--- config.mk ---
export PLATFORM = sky130hd
export DESIGN_NAME = wcm_monitor
export DESIGN_NICKNAME = d
export VERILOG_FILES = /design/src/hdl/wcm_pkg.sv /design/src/hdl/wcm_alarm_if.sv /design/src/hdl/wcm_monitor.sv /design/src/hdl/wcm_timer.sv /design/src/hdl/wcm_code_enc.sv
export SDC_FILE = /design/constraint.sdc
export NUM_CORES = 1
export LEC_CHECK = 0
export ABC_AREA = 1
export BUFFER_PORTS_ARGS = -buffer_cell sky130_fd_sc_hd__buf_2
export CORE_UTILIZATION = 35
export CTS_BUF_LIST = sky130_fd_sc_hd__clkbuf_2 sky130_fd_sc_hd__clkbuf_4 sky130_fd_sc_hd__clkbuf_8
export DETAILED_ROUTE_END_ITERATION = 10
export PLACE_DENSITY_LB_ADDON = 0.25
export SLEW_MARGIN = 40
export SYNTH_ARGS = -nofsm -noshare
export SYNTH_HDL_FRONTEND = slang
export SYNTH_SLANG_ARGS = --single-unit
--- constraint.sdc ---
create_clock -name i_clk_sys -period 2.9 [get_ports i_clk_sys]
set_input_delay 0.58 -clock i_clk_sys [delete_from_list [all_inputs] [get_ports i_clk_sys]]
set_output_delay 0.58 -clock i_clk_sys [all_outputs]
set_load 0.01 [all_outputs]
--- src/hdl/wcm_pkg.sv ---
// Shared constants, alarm table and helpers for the weld cycle alarm monitor.
package wcm_pkg;

	// ----------------------------------------------------------------
	// Widths and timing
	// ----------------------------------------------------------------
	localparam int MEAS_W = 16; // Width of every measured quantity and limit.
	localparam int TMR_W = 28; // Timer width, enough for several seconds.
	localparam int CLK_KHZ = 40000; // System clock rate in kHz.
	localparam int START_HOLD_MS = 4000; // Start or trigger held outside ready, ms.
	localparam int ULS_TIMEOUT_MS = 2000; // Upper switch return timeout, ms.

	// ----------------------------------------------------------------
	// Alarm bit positions
	// ----------------------------------------------------------------
	localparam int NUM_ALARMS = 23;
	localparam int A_STEP = 0; // Amplitude step not reached.
	localparam int A_SONICS_DIS = 1; // Sonics disabled by user input.
	localparam int A_AB_PHASE = 2; // Afterburst phase overload.
	localparam int A_AB_CURR = 3; // Afterburst current overload.
	localparam int A_AB_FREQ = 4; // Afterburst frequency overload.
	localparam int A_AB_POWER = 5; // Afterburst power overload.
	localparam int A_AB_VOLT = 6; // Afterburst voltage overload.
	localparam int A_AB_TEMP = 7; // Afterburst temperature overload.
	localparam int A_PWR_MIN = 8; // Peak power under minus limit.
	localparam int A_PWR_MAX = 9; // Peak power over plus limit.
	localparam int A_TIME_MIN = 10; // Weld time under minus limit.
	localparam int A_TIME_MAX = 11; // Weld time over plus limit.
	localparam int A_NRG_MIN = 12; // Weld energy under minus limit.
	localparam int A_NRG_MAX = 13; // Weld energy over plus limit.
	localparam int A_START_HELD = 14; // Start or trigger still active.
	localparam int A_TRIG_ULS = 15; // Trigger together with upper switch.
	localparam int A_TRIG_READY = 16; // Trigger active in ready.
	localparam int A_ULS_READY = 17; // Upper switch not active in ready.
	localparam int A_GND_READY = 18; // Ground detect active in ready.
	localparam int A_CABLE = 19; // Cable detect pin has no voltage.
	localparam int A_START_LOST = 20; // Start removed before trigger.
	localparam int A_ABORT_READY = 21; // Cycle abort active in ready.
	localparam int A_ULS_TOUT = 22; // Upper switch return timeout.

	// Bits of the equipment failure group, which block cycle start.
	localparam logic [NUM_ALARMS-1:0] G6_MASK = 23'h7fc000;

	// Code per bit: group digit in [11:8], two BCD digits in [7:0].
	localparam logic [11:0] NO_CODE = 12'h000;
	localparam logic [11:0] ALARM_CODE [NUM_ALARMS] = '{
		12'h404, 12'h405, 12'h411, 12'h412, 12'h413, 12'h414, 12'h415, 12'h416,
		12'h503, 12'h504, 12'h505, 12'h506, 12'h507, 12'h508,
		12'h601, 12'h602, 12'h603, 12'h604, 12'h605, 12'h607, 12'h609, 12'h610,
		12'h611};

	// Cycle tracker states, one-hot.
	typedef enum logic [3:0] {
		ST_IDLE = 4'h1,
		ST_ARMED = 4'h2,
		ST_WELD = 4'h4,
		ST_RETURN = 4'h8
	} wcm_state_e;

	// Strictly above a limit.
	function automatic logic f_above(input logic [MEAS_W-1:0] v, input logic [MEAS_W-1:0] lim);
		return v > lim;
	endfunction

	// Strictly below a limit.
	function automatic logic f_below(input logic [MEAS_W-1:0] v, input logic [MEAS_W-1:0] lim);
		return v < lim;
	endfunction

endpackage

--- src/hdl/wcm_alarm_if.sv ---
// Carrier between the alarm latches and the code encoder.
`timescale 1ns/100ps
interface wcm_alarm_if;
	import wcm_pkg::*;
	logic [NUM_ALARMS-1:0] alarms; // Latched alarm bits.
	logic [11:0] code; // Code of the most important latched alarm.
	logic valid; // Some alarm is latched.
	modport src (output alarms, input code, input valid);
	modport enc (input alarms, output code, output valid);
endinterface // wcm_alarm_if

--- src/hdl/wcm_monitor.sv ---
// Weld cycle alarm monitor: raises, latches and clears cycle alarms.
//
// Functional notes
// - Warnings are reported, never abort the cycle.
// - Step enabled, not reached at end: E4:04.
// - Cycle run with sonics disable active: E4:05.
// - Afterburst phase out for set time: E4:11.
// - Afterburst current/power/voltage peak: E4:12/14/15.
// - Afterburst frequency outside window: E4:13.
// - Afterburst heat sink over threshold: E4:16.
// - Temperature alarm clear refused while still hot.
// - Limit alarms only at weld end, no abort.
// - Peak power under/over limit: E5:03/E5:04.
// - Weld time under/over limit: E5:05/E5:06.
// - Weld energy under/over limit: E5:07/E5:08.
// - Equipment alarms block start, hold while fault.
// - Start/trigger held over 4 s: E6:01.
// - Trigger with upper switch anytime: E6:02.
// - Actuator, ready, trigger active: E6:03.
// - Actuator, ready, upper switch off: E6:04.
// - Ground detect in ready: E6:05.
// - Cable detect enabled, no voltage: E6:07.
// - Start removed before trigger: E6:09.
// - Cycle abort in ready: E6:10.
// - Upper switch return timeout at end: E6:11.
`timescale 1ns/100ps
module wcm_monitor
	import wcm_pkg::*;
#(
	parameter int START_HOLD_CYC = START_HOLD_MS * CLK_KHZ,
	parameter int ULS_TIMEOUT_CYC = ULS_TIMEOUT_MS * CLK_KHZ
) (
	// Clock and reset.
	input wire logic i_clk_sys,
	input wire logic i_resetn,
	// Cycle phase from the weld sequencer.
	input wire logic i_ready,
	input wire logic i_wait_ready,
	input wire logic i_afterburst,
	input wire logic i_cycle_end,
	input wire logic i_actuator_present,
	// Discrete machine inputs.
	input wire logic i_start,
	input wire logic i_trigger,
	input wire logic i_upper_limit_switch_input,
	input wire logic i_ground_detect,
	input wire logic i_cycle_abort,
	input wire logic i_sonics_disable,
	input wire logic i_cable_detect,
	// Feature enables.
	input wire logic i_sonics_disable_en,
	input wire logic i_cable_detect_en,
	input wire logic i_amp_step_en,
	input wire logic i_amp_step_done,
	// Afterburst measurements and peak limits.
	input wire logic i_phase_out,
	input wire logic [TMR_W-1:0] i_phase_limit_cyc,
	input wire logic [MEAS_W-1:0] i_current,
	input wire logic [MEAS_W-1:0] i_current_pk_lim,
	input wire logic [MEAS_W-1:0] i_power,
	input wire logic [MEAS_W-1:0] i_power_pk_lim,
	input wire logic [MEAS_W-1:0] i_voltage,
	input wire logic [MEAS_W-1:0] i_voltage_pk_lim,
	input wire logic [MEAS_W-1:0] i_freq,
	input wire logic [MEAS_W-1:0] i_freq_lo,
	input wire logic [MEAS_W-1:0] i_freq_hi,
	input wire logic [MEAS_W-1:0] i_temp,
	input wire logic [MEAS_W-1:0] i_temp_lim,
	// End of weld results and limits.
	input wire logic [MEAS_W-1:0] i_weld_peak_power,
	input wire logic [MEAS_W-1:0] i_power_minus,
	input wire logic [MEAS_W-1:0] i_power_plus,
	input wire logic [MEAS_W-1:0] i_weld_time,
	input wire logic [MEAS_W-1:0] i_time_minus,
	input wire logic [MEAS_W-1:0] i_time_plus,
	input wire logic [MEAS_W-1:0] i_weld_energy,
	input wire logic [MEAS_W-1:0] i_energy_minus,
	input wire logic [MEAS_W-1:0] i_energy_plus,
	// Alarm clear request, one cycle pulse.
	input wire logic i_alarm_clear,
	// Alarm status.
	output logic [NUM_ALARMS-1:0] o_alarms,
	output logic [3:0] o_alarm_group,
	output logic [7:0] o_alarm_number,
	output logic o_alarm_valid,
	output logic o_start_block
);

	// ----------------------------------------------------------------
	// Declarations
	// ----------------------------------------------------------------
	wcm_alarm_if abus(); // Carrier to the encoder.
	wcm_state_e st_reg; // Cycle tracker state.
	wcm_state_e st_next;
	logic [NUM_ALARMS-1:0] alarm_reg; // Latched alarms.
	logic [NUM_ALARMS-1:0] alarm_next;
	logic [NUM_ALARMS-1:0] set_vec; // Raise conditions this cycle.
	logic [NUM_ALARMS-1:0] clr_vec; // Bits a clear may drop.
	logic [NUM_ALARMS-1:0] hold_vec; // Bits a clear may not drop.
	logic in_ready; // Ready with the sequencer's consent.
	logic temp_hot; // Heat sink at or over threshold.
	logic ph_expired; // Phase out of limit long enough.
	logic hold_run; // Start or trigger held outside ready.
	logic hold_expired;
	logic uls_run; // Waiting for the upper switch to return.
	logic uls_expired;
	logic st_idle;
	logic st_armed;
	logic st_weld;
	logic st_return;

	// ----------------------------------------------------------------
	// Cycle tracker
	// ----------------------------------------------------------------
	assign st_idle = st_reg == ST_IDLE;
	assign st_armed = st_reg == ST_ARMED;
	assign st_weld = st_reg == ST_WELD;
	assign st_return = st_reg == ST_RETURN;
	assign in_ready = i_ready;

	// Follows start, trigger and end so sequence alarms know the phase.
	always_comb begin
		case (st_reg)
			ST_IDLE: begin
				st_next = (in_ready && i_start) ? ST_ARMED : ST_IDLE;
			end
			ST_ARMED: begin
				if (i_trigger) begin
					st_next = ST_WELD;
				end else if (!i_start) begin
					st_next = ST_IDLE;
				end else begin
					st_next = ST_ARMED;
				end
			end
			ST_WELD: begin
				st_next = i_cycle_end ? ST_RETURN : ST_WELD;
			end
			ST_RETURN: begin
				// Without an actuator there is no switch to wait for.
				if (i_upper_limit_switch_input || !i_actuator_present) begin
					st_next = ST_IDLE;
				end else begin
					st_next = ST_RETURN;
				end
			end
			default: begin
				st_next = ST_IDLE;
			end
		endcase
	end

	// State register.
	always_ff @(posedge i_clk_sys or negedge i_resetn) begin
		if (!i_resetn) begin
			st_reg <= ST_IDLE;
		end else begin
			st_reg <= st_next;
		end
	end

	// ----------------------------------------------------------------
	// Timers
	// ----------------------------------------------------------------
	// Held start counts only outside ready; in ready it is a real start.
	assign hold_run = (i_start || i_trigger) && !in_ready
		&& (st_idle || st_return || i_wait_ready);
	assign uls_run = st_return && i_actuator_present && !i_upper_limit_switch_input;

	// Phase out of window for the configured duration.
	wcm_timer u_phase_tmr (
		.i_clk_sys(i_clk_sys),
		.i_resetn(i_resetn),
		.i_run(i_afterburst && i_phase_out),
		.i_limit(i_phase_limit_cyc),
		.o_expired(ph_expired)
	);

	// Start or trigger held too long outside ready.
	wcm_timer u_hold_tmr (
		.i_clk_sys(i_clk_sys),
		.i_resetn(i_resetn),
		.i_run(hold_run),
		.i_limit(TMR_W'(START_HOLD_CYC)),
		.o_expired(hold_expired)
	);

	// Upper switch return at the end of the cycle.
	wcm_timer u_uls_tmr (
		.i_clk_sys(i_clk_sys),
		.i_resetn(i_resetn),
		.i_run(uls_run),
		.i_limit(TMR_W'(ULS_TIMEOUT_CYC)),
		.o_expired(uls_expired)
	);

	// ----------------------------------------------------------------
	// Raise conditions
	// ----------------------------------------------------------------
	// Warnings only feed the latches; nothing here stops the weld.
	assign set_vec[A_STEP] = i_cycle_end && i_amp_step_en && !i_amp_step_done;
	assign set_vec[A_SONICS_DIS] = st_weld && i_sonics_disable_en && i_sonics_disable;
	assign set_vec[A_AB_PHASE] = ph_expired;
	assign set_vec[A_AB_CURR] = i_afterburst && !f_below(i_current, i_current_pk_lim);
	assign set_vec[A_AB_FREQ] = i_afterburst
		&& (f_below(i_freq, i_freq_lo) || f_above(i_freq, i_freq_hi));
	assign set_vec[A_AB_POWER] = i_afterburst && !f_below(i_power, i_power_pk_lim);
	assign set_vec[A_AB_VOLT] = i_afterburst && !f_below(i_voltage, i_voltage_pk_lim);
	assign set_vec[A_AB_TEMP] = i_afterburst && f_above(i_temp, i_temp_lim);
	// Limits are judged on the end pulse only and never stop sonics.
	assign set_vec[A_PWR_MIN] = i_cycle_end && f_below(i_weld_peak_power, i_power_minus);
	assign set_vec[A_PWR_MAX] = i_cycle_end && f_above(i_weld_peak_power, i_power_plus);
	assign set_vec[A_TIME_MIN] = i_cycle_end && f_below(i_weld_time, i_time_minus);
	assign set_vec[A_TIME_MAX] = i_cycle_end && f_above(i_weld_time, i_time_plus);
	assign set_vec[A_NRG_MIN] = i_cycle_end && f_below(i_weld_energy, i_energy_minus);
	assign set_vec[A_NRG_MAX] = i_cycle_end && f_above(i_weld_energy, i_energy_plus);
	assign set_vec[A_START_HELD] = hold_expired;
	assign set_vec[A_TRIG_ULS] = i_trigger && i_upper_limit_switch_input;
	assign set_vec[A_TRIG_READY] = i_actuator_present && in_ready && i_trigger;
	assign set_vec[A_ULS_READY] = i_actuator_present && in_ready
		&& !i_upper_limit_switch_input;
	assign set_vec[A_GND_READY] = in_ready && i_ground_detect;
	assign set_vec[A_CABLE] = i_cable_detect_en && !i_cable_detect;
	assign set_vec[A_START_LOST] = st_armed && !i_start && !i_trigger;
	assign set_vec[A_ABORT_READY] = in_ready && i_cycle_abort;
	assign set_vec[A_ULS_TOUT] = uls_expired;

	// ----------------------------------------------------------------
	// Latches and clear
	// ----------------------------------------------------------------
	// The temperature bit may not drop while the sink is still hot.
	assign temp_hot = !f_below(i_temp, i_temp_lim);
	assign hold_vec = NUM_ALARMS'(temp_hot) << A_AB_TEMP;
	assign clr_vec = i_alarm_clear ? ~hold_vec : '0;
	// Set wins over clear, so a live equipment fault survives a clear.
	assign alarm_next = set_vec | (alarm_reg & ~clr_vec);

	// Alarm latches.
	always_ff @(posedge i_clk_sys or negedge i_resetn) begin
		if (!i_resetn) begin
			alarm_reg <= '0;
		end else begin
			alarm_reg <= alarm_next;
		end
	end

	// ----------------------------------------------------------------
	// Outputs
	// ----------------------------------------------------------------
	assign abus.alarms = alarm_reg;
	assign o_alarms = alarm_reg;
	assign o_alarm_group = abus.code[11:8];
	assign o_alarm_number = abus.code[7:0];
	assign o_alarm_valid = abus.valid;
	// Any latched equipment alarm holds off the next start.
	assign o_start_block = |(alarm_reg & G6_MASK);

	// Code encoder.
	wcm_code_enc u_enc (
		.i_clk_sys(i_clk_sys),
		.i_resetn(i_resetn),
		.bus(abus.enc)
	);
endmodule // wcm_monitor

--- src/hdl/wcm_timer.sv ---
// Saturating run-time counter that flags when a level has lasted long enough.
`timescale 1ns/100ps
module wcm_timer
	import wcm_pkg::*;
(
	// Clock and reset.
	input wire logic i_clk_sys,
	input wire logic i_resetn,
	// Control.
	input wire logic i_run,
	input wire logic [TMR_W-1:0] i_limit,
	// Status.
	output logic o_expired
);
	logic [TMR_W-1:0] cnt_reg; // Cycles the run level has lasted.
	logic [TMR_W-1:0] cnt_next;
	logic at_limit;

	// Saturate at the limit so a long fault never wraps the count.
	assign at_limit = cnt_reg >= i_limit;
	assign cnt_next = !i_run ? '0 : (at_limit ? cnt_reg : cnt_reg + 1'b1);
	assign o_expired = i_run && at_limit;

	// Count while running, restart from zero whenever the level drops.
	always_ff @(posedge i_clk_sys or negedge i_resetn) begin
		if (!i_resetn) begin
			cnt_reg <= '0;
		end else begin
			cnt_reg <= cnt_next;
		end
	end
endmodule // wcm_timer

--- src/hdl/wcm_code_enc.sv ---
// Picks the lowest latched alarm and presents its group and number.
`timescale 1ns/100ps
module wcm_code_enc
	import wcm_pkg::*;
(
	// Clock and reset.
	input wire logic i_clk_sys,
	input wire logic i_resetn,
	// Alarm carrier.
	wcm_alarm_if.enc bus
);
	logic [11:0] code_next; // Selected code before the register.

	// Lowest bit wins: warnings first, then limits, then equipment.
	always_comb begin
		code_next = NO_CODE;
		for (int i = NUM_ALARMS - 1; i >= 0; i--) begin
			if (bus.alarms[i]) begin
				code_next = ALARM_CODE[i];
			end
		end
	end

	// Registered so the displayed code never glitches.
	always_ff @(posedge i_clk_sys or negedge i_resetn) begin
		if (!i_resetn) begin
			bus.code <= NO_CODE;
			bus.valid <= 1'b0;
		end else begin
			bus.code <= code_next;
			bus.valid <= |bus.alarms;
		end
	end
endmodule // wcm_code_enc

* After elaboration in Yosys (flattened, before gate mapping)
Cells that the tools add are included.
Operators by class: add/sub/neg operators 3, $lt $le $gt $ge 16, equal/unequal tests 7, muxes and demuxes 36, bitwise operators 4, reduce and logical (&&, ||, !) cells 51
Operator list (number):
- $mux 12 | 22
- $mux 28 | 6
- $lt 16x16->1 | 8
- $add 28x1->28 const B | 3
- $gt 16x16->1 | 5
- $logic_and 1x1->1 | 33
- $ge 28x27->1 const B | 1
- $ge 28x28->1 | 1
- $ge 28x28->1 const B | 1
- $and 23x23->23 | 1
- $mux 23 | 1
- $not 23->23 | 1
- $not 8->23 | 1
- $or 23x23->23 | 1
- $reduce_or 23->1 | 1
- $pmux 4 s4 | 1
- $logic_not 1->1 | 11
- $mux 11 | 1
- $reduce_or 9->1 | 1
- $mux 4 | 2
- $ne 2x2->1 const B | 3
- $logic_or 1x1->1 | 5
- $eq 4x1->1 const B | 1
- $eq 4x2->1 const B | 1
- 4 further kinds | 5
Storage, ports and cells: bits in registers 124, input port bits 368, word-level logic and storage cells 124

* Longest topological paths before layout
Gate-level depths: netlist (run 1).
depth in word-level cells 23, mapped depth 19, mapped depth without buffers 19

* By module
A second synthesis (run 1) with hierarchy kept.
Unflattened totals: cell total of the unflattened synthesis 2348, area, all modules 15238.4 sq um
By module, submodules not included:
- wcm_timer | instances 3, cells an instance 458, area an instance 2917.8 sq um, seq. area each 700.7 sq um
- wcm_monitor | instances 1, cells an instance 879, area an instance 5866.9 sq um, seq. area each 676.9 sq um
- wcm_code_enc | instances 1, cells an instance 95, area an instance 618.1 sq um, seq. area each 225.2 sq um

* Least setup slack after synthesis (run 1)
OpenSTA, ideal clock, no wires.
path type input to register, start input port i_phase_limit_cyc[25], end register u_phase_tmr.cnt_reg[8], arrival time 2.075 ns, setup slack 0.700 ns, stages on the path 11, path buffers 1, cell sequence inv_1 ha_1 a21oi_1 nor2_1 a211oi_1 o21ai_0 a21oi_1 nand3_2 clkbuf_1 o31ai_1 nor2_1
On the way: cells in the longest elaborated chain, start to end 2
Ends and longest elaborated chain:
- from (decl) | RTL line wcm_monitor.sv:57 | input wire logic [TMR_W-1:0] i_phase_limit_cyc,
- $ge 28x28->1 | RTL line wcm_timer.sv:20 | assign at_limit = cnt_reg >= i_limit;
- $ne 2x2->1 (no source line)
- to (signal assigned) | RTL line wcm_timer.sv:29 | cnt_reg <= cnt_next;
- to (decl) | RTL line wcm_timer.sv:15 | logic [TMR_W-1:0] cnt_reg;
No other way between the ends. A chain may end at the register's enable or synchronous reset.

* Worst setup path in the final report (run 1)
start register alarm_reg[16] (netlist: o_alarms[16]), end output port o_start_block
On the way: cells in the longest elaborated chain, start to end 1
Ends and longest elaborated chain:
- from (decl) | RTL line wcm_monitor.sv:95 | logic [NUM_ALARMS-1:0] alarm_reg;
- from (signal assigned) | RTL line wcm_monitor.sv:243 | alarm_reg <= alarm_next;
- $reduce_or 9->1 | RTL line wcm_monitor.sv:256 | assign o_start_block = |(alarm_reg & G6_MASK);
- to (decl) | RTL line wcm_monitor.sv:86 | output logic o_start_block
No other way between the ends.

==> run_results.csv, run 1 <==
group,metric,value,unit
outcome,status,"finished clean",
cells_and_area,drive_above_1_share,0.230,
clock_tree,clkTransAtPathRegs,0.08,ns
die,die-area,0.0348,mm2
power,p_switching,1490,uW
cells_and_area,final_common_cell,"buf_2",
timing,setup_viol,0,
power,power_density,313,mW/mm2
clock_tree,cts_made_buffers,17,
routing,finalWirelength,39100,um
die,rows,67,
die,dieWidth,187,um
place,dp_cells,2491,
power,power_frac_seq,0.386,
synth,yosysSeqAreaShare,0.252,
die,io_pins,405,
cells_and_area,most-common-layout-cells,"399 x buf_2, 372 x inv_1, 249 x nand2_1, 218 x ha_1, 139 x a21oi_1",
global_routing,grt_overflow,0,
critical_path,reg2reg_to,"u_phase_tmr.cnt_reg[16]",
clock_tree,clockBufferDepth,2,
routing,drtAntennaViolNets,0,
critical_path,r2r_start,"u_phase_tmr.cnt_reg[25]",
flow_run,maxCapViolCount,0,
clock_tree,ctsResizeCount,0,
clock_tree,cts_max_level,4,
place,hpwl,33800,um
synth,synth_edf_count,0,
cells_and_area,multi_input_area,0.00742,mm2
critical_path,crit_required,2.32,ns
clock_tree,cts_tree,"built",
timing,clock.fmax,0.401,GHz
critical_path,ff2ff_path_depth,12,
die,fp.coreArea,0.0335,mm2
synth,ys_types,56,
timing,slew_violations,0,
power,clkPwrFrac,0.340,
power,peakVddDrop,0.195,mV
clock_tree,clk_latency,0.44,ns
power,p_total,4670,uW
cells_and_area,synthToLayoutAreaGrowth,25.2,%
synth,yosysWarnings,0,
power,intPower,3180,uW
cells_and_area,final_cells,2527,
synth,synth_seq_cells,120,
critical_path,worstPathArrival,1.92,ns
timing,tightest_slew,0.568,ns
timing,rsz0062_at_grt,"false",
place,place_congestion,0.984,
cells_and_area,fillers,3530,
global_routing,antenna_found_initial,5,
routing,drt_iter0_drc,708,
power,combPwrFrac,0.274,
power,swShare,0.319,
die,start_util,0.355,
cells_and_area,fin_nets,2648,
place,port-buffer-count,400,
synth,syn_avg_cell_area,7.24,um2
critical_path,reg2reg_slack,0.56,ns
synth,synth-main-ff-cell,"dfrtp_1",
global_routing,grt_pass1_wl,62500,um
synth,synth_area,0.0119,mm2
global_routing,grt_util_all_layers,0.225,
timing,max-slew-margin-rel,0.618,
synth,syn_inst,1647,
worst_hold_path,hp-class,"in -> async",
critical_path,start_kind,"register",
routing,routedWlPerCell,15.5,um
clock_tree,cts_sinks,120,
clock_tree,holdBufCountCts,0,
critical_path,crit_path_end_kind,"output pin",
global_routing,grt_pass1_vias,12401,
routing,dr.pass1.iters,6,
synth,synth-async-reset-ratio,1.00,
routing,vias,12304,
timing,finalCritPeriodShare,0.860,
timing,fin_setup_tns,0,ns
clock_tree,root_buffer,"clkbuf_8",
routing,route.detailed.vias_per_inst,4.87,
global_routing,grt_max_degree,49,
timing,whs,0.0968,ns
critical_path,crit_fanout,3,
die,die_y,187,um
timing,hold_viol,0,
routing,drc,0,
clock_tree,cts_setup_buffers,0,
power,power.leakage,0.00814,uW
timing,period_needed,2.50,ns
cells_and_area,regArea,0.00300,mm2
critical_path,crit_type,"reg -> out",
timing,clock_skew,0.00972,ns
## critical path, stage by stage, from the launching register on
cell	delay, ns
dfrtp_1	0.39
nor2_1	0.20
inv_1	0.10
nor4_1	0.30
buf_4	0.19
nand2_1	0.11
buf_2	0.18
## worst max path at each step
stage                          start                 endpoint  cells past startpoint
6_report                o_alarms[16]            o_start_block                      6
5_1_grt                 o_alarms[16]            o_start_block                      6
4_1_cts                 o_alarms[16]            o_start_block                      6
3_5_place_dp   i_phase_limit_cyc[25]  u_phase_tmr.cnt_reg[16]                     14
3_3_place_gp   i_phase_limit_cyc[25]  u_phase_tmr.cnt_reg[16]                     14
2_1_floorplan  i_phase_limit_cyc[25]   u_phase_tmr.cnt_reg[8]                     11
## power groups by stage
| stage | clock network (uW) | registers (uW) | logic, uW |
|---|---|---|---|
| 2_1_floorplan | 0 | 1830 | 659 |
| 3_3_place_gp | 0 | 1830 | 1250 |
| 3_5_place_dp | 0 | 1840 | 1280 |
| 4_1_cts | 1620 | 1800 | 1290 |
| 5_1_grt | 1700 | 1810 | 1480 |
| 6_report | 1590 | 1800 | 1280 |
## cell type report
type / count / share of cell area
timing repair buffer: 410 / 0.141
multi-input combinational: 1135 / 0.497
tap: 448 / 0.0376
clock buffer: 24 / 0.0213
inverter: 378 / 0.0951
antenna: 4 / 0.000671
sequential: 120 / 0.201
clock inverter: 8 / 0.00620
## logic make-up after synthesis
family	share of synthesized area
AO/OA/AOI/OAI	0.159
buffers and inverters	0.127
AND/OR/NAND/NOR	0.219
other	0.000315
adder cells (fa/ha/maj)	0.229
flip-flops	0.252
XOR/XNOR	0.0132
## cells in the mapped netlist (6+ instances only)
cell / n / share of area
clkbuf_1: 9 / 0.0028
xor2_1: 14 / 0.010
nor2_1: 111 / 0.035
ha_1: 218 / 0.23
nand4_1: 47 / 0.025
o21ai_0: 88 / 0.037
a21boi_0: 6 / 0.0038
o21a_1: 9 / 0.0057
inv_1: 372 / 0.12
nand3_1: 55 / 0.023
a211oi_1: 9 / 0.0057
nor3_1: 60 / 0.025
nand2_1: 249 / 0.078
nor4_1: 19 / 0.010
a21oi_1: 139 / 0.058
o211ai_1: 18 / 0.011
dfrtp_1: 119 / 0.25
o31ai_1: 22 / 0.014
## metrics by stage
stage	setup WS, ns	util	cell area, um2
floorplan	0.700	-	11900
global placement	0.362	0.432	14500
detailed placement	0.317	0.432	14500
CTS	0.337	0.445	14900
global route	0.285	0.445	14900
finish	0.405	0.445	14900
## layer usage
| layer | global-route usage | routed length [um] |
|---|---|---|
| met4 | 0.0722 | 876 |
| met5 | 0 | 13 |
| met1 | 0.293 | 17800 |
| met3 | 0.0438 | 2240 |
| met2 | 0.373 | 18200 |
No activity file was read; power rests on OpenSTA's default activity.
==> run 2: changes to the inputs <==
CORE_UTILIZATION = 25   (was 35)
==> run 2 against run 1 <==
  * Die area rose by 40%
  * The run now ends with DRC left
  * Core utilization fell by 12 points
  * Sequential share of layout area fell by 0.31 points
  * Non-clock buffer count rose by 1
  * Clock skew rose by 0.015 ns
  * Cell area rose by 1.6%
  * Final cell count rose by 6.3%
  * Count of clock-buffer cells in the layout fell by 7
  * Highest routed layer unchanged
  * Sequential power barely moved
  * Worst hold slack improved by 0.0026 ns
  * Flip-flop and latch count did not move
  * Worst setup slack got worse by 0.034 ns
==> run_results.csv, run 2 (synthesized netlist as in run 1, its figures left out) <==
group,metric,value,unit
cells_and_area,drive_above_1_share,0.230,
die,start_util,0.255,
routing,drtAntennaViolNets,0,
routing,route.detailed.vias_per_inst,4.60,
critical_path,start_kind,"register",
critical_path,crit_fanout,4,
global_routing,grt_pass1_vias,12580,
timing,hold_viol,0,
timing,setup_viol,0,
clock_tree,clkTransAtPathRegs,0.10,ns
cells_and_area,synthToLayoutAreaGrowth,27.2,%
clock_tree,cts_setup_buffers,0,
global_routing,grt_overflow,0,
critical_path,ff2ff_path_depth,11,
cells_and_area,fin_nets,2649,
timing,fin_setup_tns,0,ns
timing,max-slew-margin-rel,0.611,
clock_tree,cts_tree,"built",
routing,routedWlPerCell,15.8,um
die,die_y,220,um
global_routing,grt_pass1_wl,65900,um
power,p_total,4890,uW
global_routing,grt_util_all_layers,0.176,
place,hpwl,36500,um
die,io_pins,405,
timing,finalCritPeriodShare,0.872,
clock_tree,cts_made_buffers,17,
routing,finalWirelength,42400,um
clock_tree,holdBufCountCts,0,
die,die-area,0.0485,mm2
timing,rsz0062_at_grt,"false",
clock_tree,cts_sinks,120,
die,rows,79,
global_routing,grt_max_degree,47,
cells_and_area,final_common_cell,"buf_2",
cells_and_area,fillers,5149,
timing,slew_violations,0,
place,place_congestion,1.02,
routing,dr.pass1.iters,8,
timing,period_needed,2.53,ns
routing,drt_iter0_drc,575,
clock_tree,clk_latency,0.45,ns
worst_hold_path,hp-class,"in -> async",
outcome,violations,"DRC",
power,power.leakage,0.00815,uW
critical_path,crit_path_end_kind,"output pin",
power,peakVddDrop,0.218,mV
clock_tree,ctsResizeCount,0,
critical_path,reg2reg_slack,0.52,ns
timing,clock_skew,0.0245,ns
critical_path,worstPathArrival,1.95,ns
flow_run,maxCapViolCount,0,
clock_tree,root_buffer,"clkbuf_8",
power,power_density,323,mW/mm2
critical_path,r2r_start,"u_phase_tmr.cnt_reg[25]",
critical_path,reg2reg_to,"u_phase_tmr.cnt_reg[26]",
place,port-buffer-count,400,
routing,drc,8,
cells_and_area,most-common-layout-cells,"399 x buf_2, 372 x inv_1, 249 x nand2_1, 218 x ha_1, 139 x a21oi_1",
clock_tree,clockBufferDepth,2,
timing,clock.fmax,0.395,GHz
outcome,status,"finished with violations",
clock_tree,cts_max_level,4,
timing,tightest_slew,0.578,ns
critical_path,crit_required,2.32,ns
die,fp.coreArea,0.0468,mm2
die,dieWidth,220,um
routing,vias,12344,
critical_path,crit_type,"reg -> out",
global_routing,antenna_found_initial,7,
## run 2: changes by cell type in the layout (fill, tap and decap cells not counted), sizes merged
cell / previous run / this run
clkinv: 7 / 6
clkbuf: 24 / 17
diode: 4 / 3
bufinv: 2 / 4
buf: 410 / 411
inv: 376 / 382
## run 2: worst max-delay path: stages (launching register included)
cell,delay [ns]
dfrtp_1,0.42
nor2_1,0.24
nand2_1,0.11
nor4_1,0.40
nand2_1,0.15
buf_2,0.19
## run 2: how the worst max path moves through the flow
stage | endpoint | startpoint | slack (ns)
finish | o_start_block | o_alarms[18] | 0.37
global placement | u_phase_tmr.cnt_reg[26] | i_phase_limit_cyc[25] | 0.28
floorplan | u_phase_tmr.cnt_reg[8] | i_phase_limit_cyc[25] | 0.70
CTS | o_start_block | o_alarms[18] | 0.31
detailed placement | u_phase_tmr.cnt_reg[0] | i_phase_limit_cyc[15] | 0.27
global route | o_start_block | o_alarms[18] | 0.27
## run 2: cell type report
cell class	instances	area, um2	share of cell area
Timing Repair Buffer	411	2110	0.139
Sequential cell	120	3000	0.198
Multi-Input combinational cell	1135	7410	0.489
Tap cell	607	759	0.0501
Clock buffer	17	234	0.0154
Inverter	378	1420	0.0936
Antenna cell	3	7.51	0.000495
Clock inverter	15	211	0.0139
## run 2: stage by stage
step	worst slack (ns)	util	instances	cell area, um2	hold WS, ns
3_5_place_dp	0.268	0.315	2651	14700	0.480
5_1_grt	0.265	0.324	2686	15200	0.116
2_1_floorplan	0.700	-	1650	11900	0.284
4_1_cts	0.305	0.324	2683	15200	0.0937
3_3_place_gp	0.280	0.315	2651	14700	0.470
6_report	0.370	0.324	2686	15200	0.0995
## run 2: metal layers
metal | up-vias | GRT usage | routed length [um]
met5 | - | 0 | 30
met1 | 5651 | 0.216 | 18700
met4 | 6 | 0.0556 | 1080
met3 | 53 | 0.0378 | 2460
li1 | 6321 | - | -
met2 | 313 | 0.305 | 20100
## run 2: power by group
| group | switching (uW) | internal, uW |
|---|---|---|
| logic | 748 | 555 |
| registers | 60.6 | 1740 |
| clock network | 838 | 957 |
==> run 3: changes to the inputs <==
PLACE_DENSITY_LB_ADDON = unset   (was 0.25)
==> run 3 against run 2 <==
  * The run still ends with DRC left
  * Flip-flop and latch count stayed put
  * Core utilization is 0.080 points lower
  * Power is 4.8% lower
  * Worst setup slack worse by 0.015 ns
  * Non-clock buffer count is 2 higher
  * Combinational power hardly changed
  * Via count is 0.48% higher
  * Largest cell class unchanged
  * Highest routed layer is now met4
==> run_results.csv, run 3 (synthesized netlist as in run 1, its figures left out) <==
group,metric,value,unit
critical_path,worstPathArrival,1.96,ns
critical_path,start_kind,"register",
critical_path,crit_type,"reg -> out",
place,hpwl,38000,um
global_routing,grt_pass1_vias,12589,
timing,slew_violations,0,
outcome,status,"finished with violations",
clock_tree,root_buffer,"clkbuf_8",
global_routing,grt_pass1_wl,67000,um
clock_tree,clkTransAtPathRegs,0.08,ns
routing,route.detailed.vias_per_inst,4.62,
die,die-area,0.0485,mm2
clock_tree,cts_setup_buffers,0,
clock_tree,ctsResizeCount,0,
critical_path,slowest_delay,0.47,ns
place,placed_area,0.0147,mm2
routing,drt_iter0_drc,662,
cells_and_area,final_common_cell,"buf_2",
critical_path,worstPathCellList,"nor2_1 -> inv_1 -> nor4_1 -> nand2_1 -> buf_2",
global_routing,grt_util_all_layers,0.180,
global_routing,grt_max_degree,47,
die,dieWidth,220,um
die,io_pins,405,
cells_and_area,multi_input_area,0.00742,mm2
routing,routed-wl-met3,2330,um
routing,finalWirelength,43100,um
timing,fin_ws,0.356,ns
critical_path,crit_fanout,3,
routing,drtAntennaViolNets,0,
timing,whs,0.0674,ns
place,place_congestion,0.949,
timing,fin_setup_tns,0,ns
timing,hold_viol,0,
power,peakVddDrop,0.223,mV
clock_tree,clk_latency,0.47,ns
routing,drc,7,
timing,setup_viol,0,
clock_tree,cts_tree,"built",
global_routing,grt_overflow,0,
die,die_y,220,um
critical_path,crit_cells,5,
cells_and_area,synthToLayoutAreaGrowth,26.9,%
flow_run,maxCapViolCount,0,
critical_path,crit_required,2.32,ns
clock_tree,clockBufferDepth,2,
routing,wl_met1,18600,um
worst_hold_path,hp-class,"in -> async",
timing,finalCritPeriodShare,0.877,
critical_path,crit_path_end_kind,"output pin",
routing,wl_met2,21500,um
cells_and_area,final_area,0.0151,mm2
timing,rsz0062_at_grt,"false",
routing,dr.pass1.iters,11,
cells_and_area,drive_above_1_share,0.231,
routing,vias,12403,
routing,top_layer,"met4",
die,start_util,0.255,
timing,clock.fmax,0.393,GHz
critical_path,cpLargestDelayFamily,"simple AND/OR/NAND/NOR gates",
routing,routedWlPerCell,16.0,um
timing,period_needed,2.54,ns
global_routing,antenna_found_initial,2,
cells_and_area,fillers,5045,
power,power_density,308,mW/mm2
critical_path,ff2ff_path_depth,12,
critical_path,cp_slowest_cell,"nor4_1",
timing,max-slew-margin-rel,0.622,
place,pre_cts_slack,0.249,ns
cells_and_area,regArea,0.00300,mm2
power,power.leakage,0.00813,uW
clock_tree,cts_max_level,4,
outcome,violations,"DRC",
cells_and_area,fin_nets,2651,
place,port-buffer-count,400,
die,fp.coreArea,0.0468,mm2
clock_tree,cts_made_buffers,17,
cells_and_area,most-common-layout-cells,"399 x buf_2, 372 x inv_1, 249 x nand2_1, 218 x ha_1, 139 x a21oi_1",
critical_path,path_buf_inv,2,
timing,tightest_slew,0.566,ns
clock_tree,cts_sinks,120,
clock_tree,holdBufCountCts,0,
timing,clock_skew,0.0134,ns
die,rows,79,
==> run 3: changes by cell type in the layout (fill, tap and decap cells not counted), moves of 2 or more <==
cell | previous run | this run
clkinv_2 | 1 | 3
buf_4 | 10 | 12
inv_6 | 6 | 3
bufinv_16 | 4 | 2
clkinvlp_4 | 1 | 4
==> run 3: metal layers <==
metal	track usage	up-vias
met5	0	-
met3	0.0294	44
met2	0.330	357
met4	0.0441	0
met1	0.218	5676
li1	-	6326
==> run 3: metrics by stage <==
step | std cells | util | total power, uW
2_1_floorplan | 1650 | - | 2490
3_3_place_gp | 2653 | 0.315 | 3120
3_5_place_dp | 2653 | 0.315 | 3160
4_1_cts | 2685 | 0.323 | 4740
5_1_grt | 2687 | 0.323 | 5010
6_report | 2687 | 0.323 | 4660
==> run 3: worst register-to-register path, delay by kind of cell, from the launching register on <==
kind	cells	cell delay [ns]
flip-flops	1	0.44
AND/OR/NAND/NOR	6	0.64
buffers and inverters	1	0.25
adder cells (fa/ha/maj)	1	0.32
AO/OA/AOI/OAI	4	0.67
==> run 3: area by class of cell <==
| class | count | share of cell area |
|---|---|---|
| multi-input combinational | 1135 | 0.491 |
| sequential | 120 | 0.199 |
| timing repair buffer | 413 | 0.141 |
| inverter | 378 | 0.0938 |
| tap | 607 | 0.0502 |
| clock buffer | 18 | 0.0160 |
| clock inverter | 14 | 0.00985 |
| antenna | 2 | 0.000331 |
==> run 3: path summary, 6_finish.rpt <==
check	from	to	slack [ns]
worst max-delay path	o_alarms[16]	o_start_block	0.36
worst min-delay path	i_resetn	u_uls_tmr.cnt_reg[23]	0.07
worst max register to register	u_phase_tmr.cnt_reg[25]	u_phase_tmr.cnt_reg[16]	0.49
worst min register to register	u_hold_tmr.cnt_reg[14]	u_hold_tmr.cnt_reg[14]	0.51
max in group asynchronous	i_resetn	u_hold_tmr.cnt_reg[9]	2.02
min in group i_clk_sys	i_cable_detect	o_alarms[19]	0.29
==> run 3: report_power, final <==
| part | internal [uW] | switching, uW |
|---|---|---|
| registers | 1740 | 58.4 |
| clock network | 776 | 773 |
| logic | 556 | 762 |
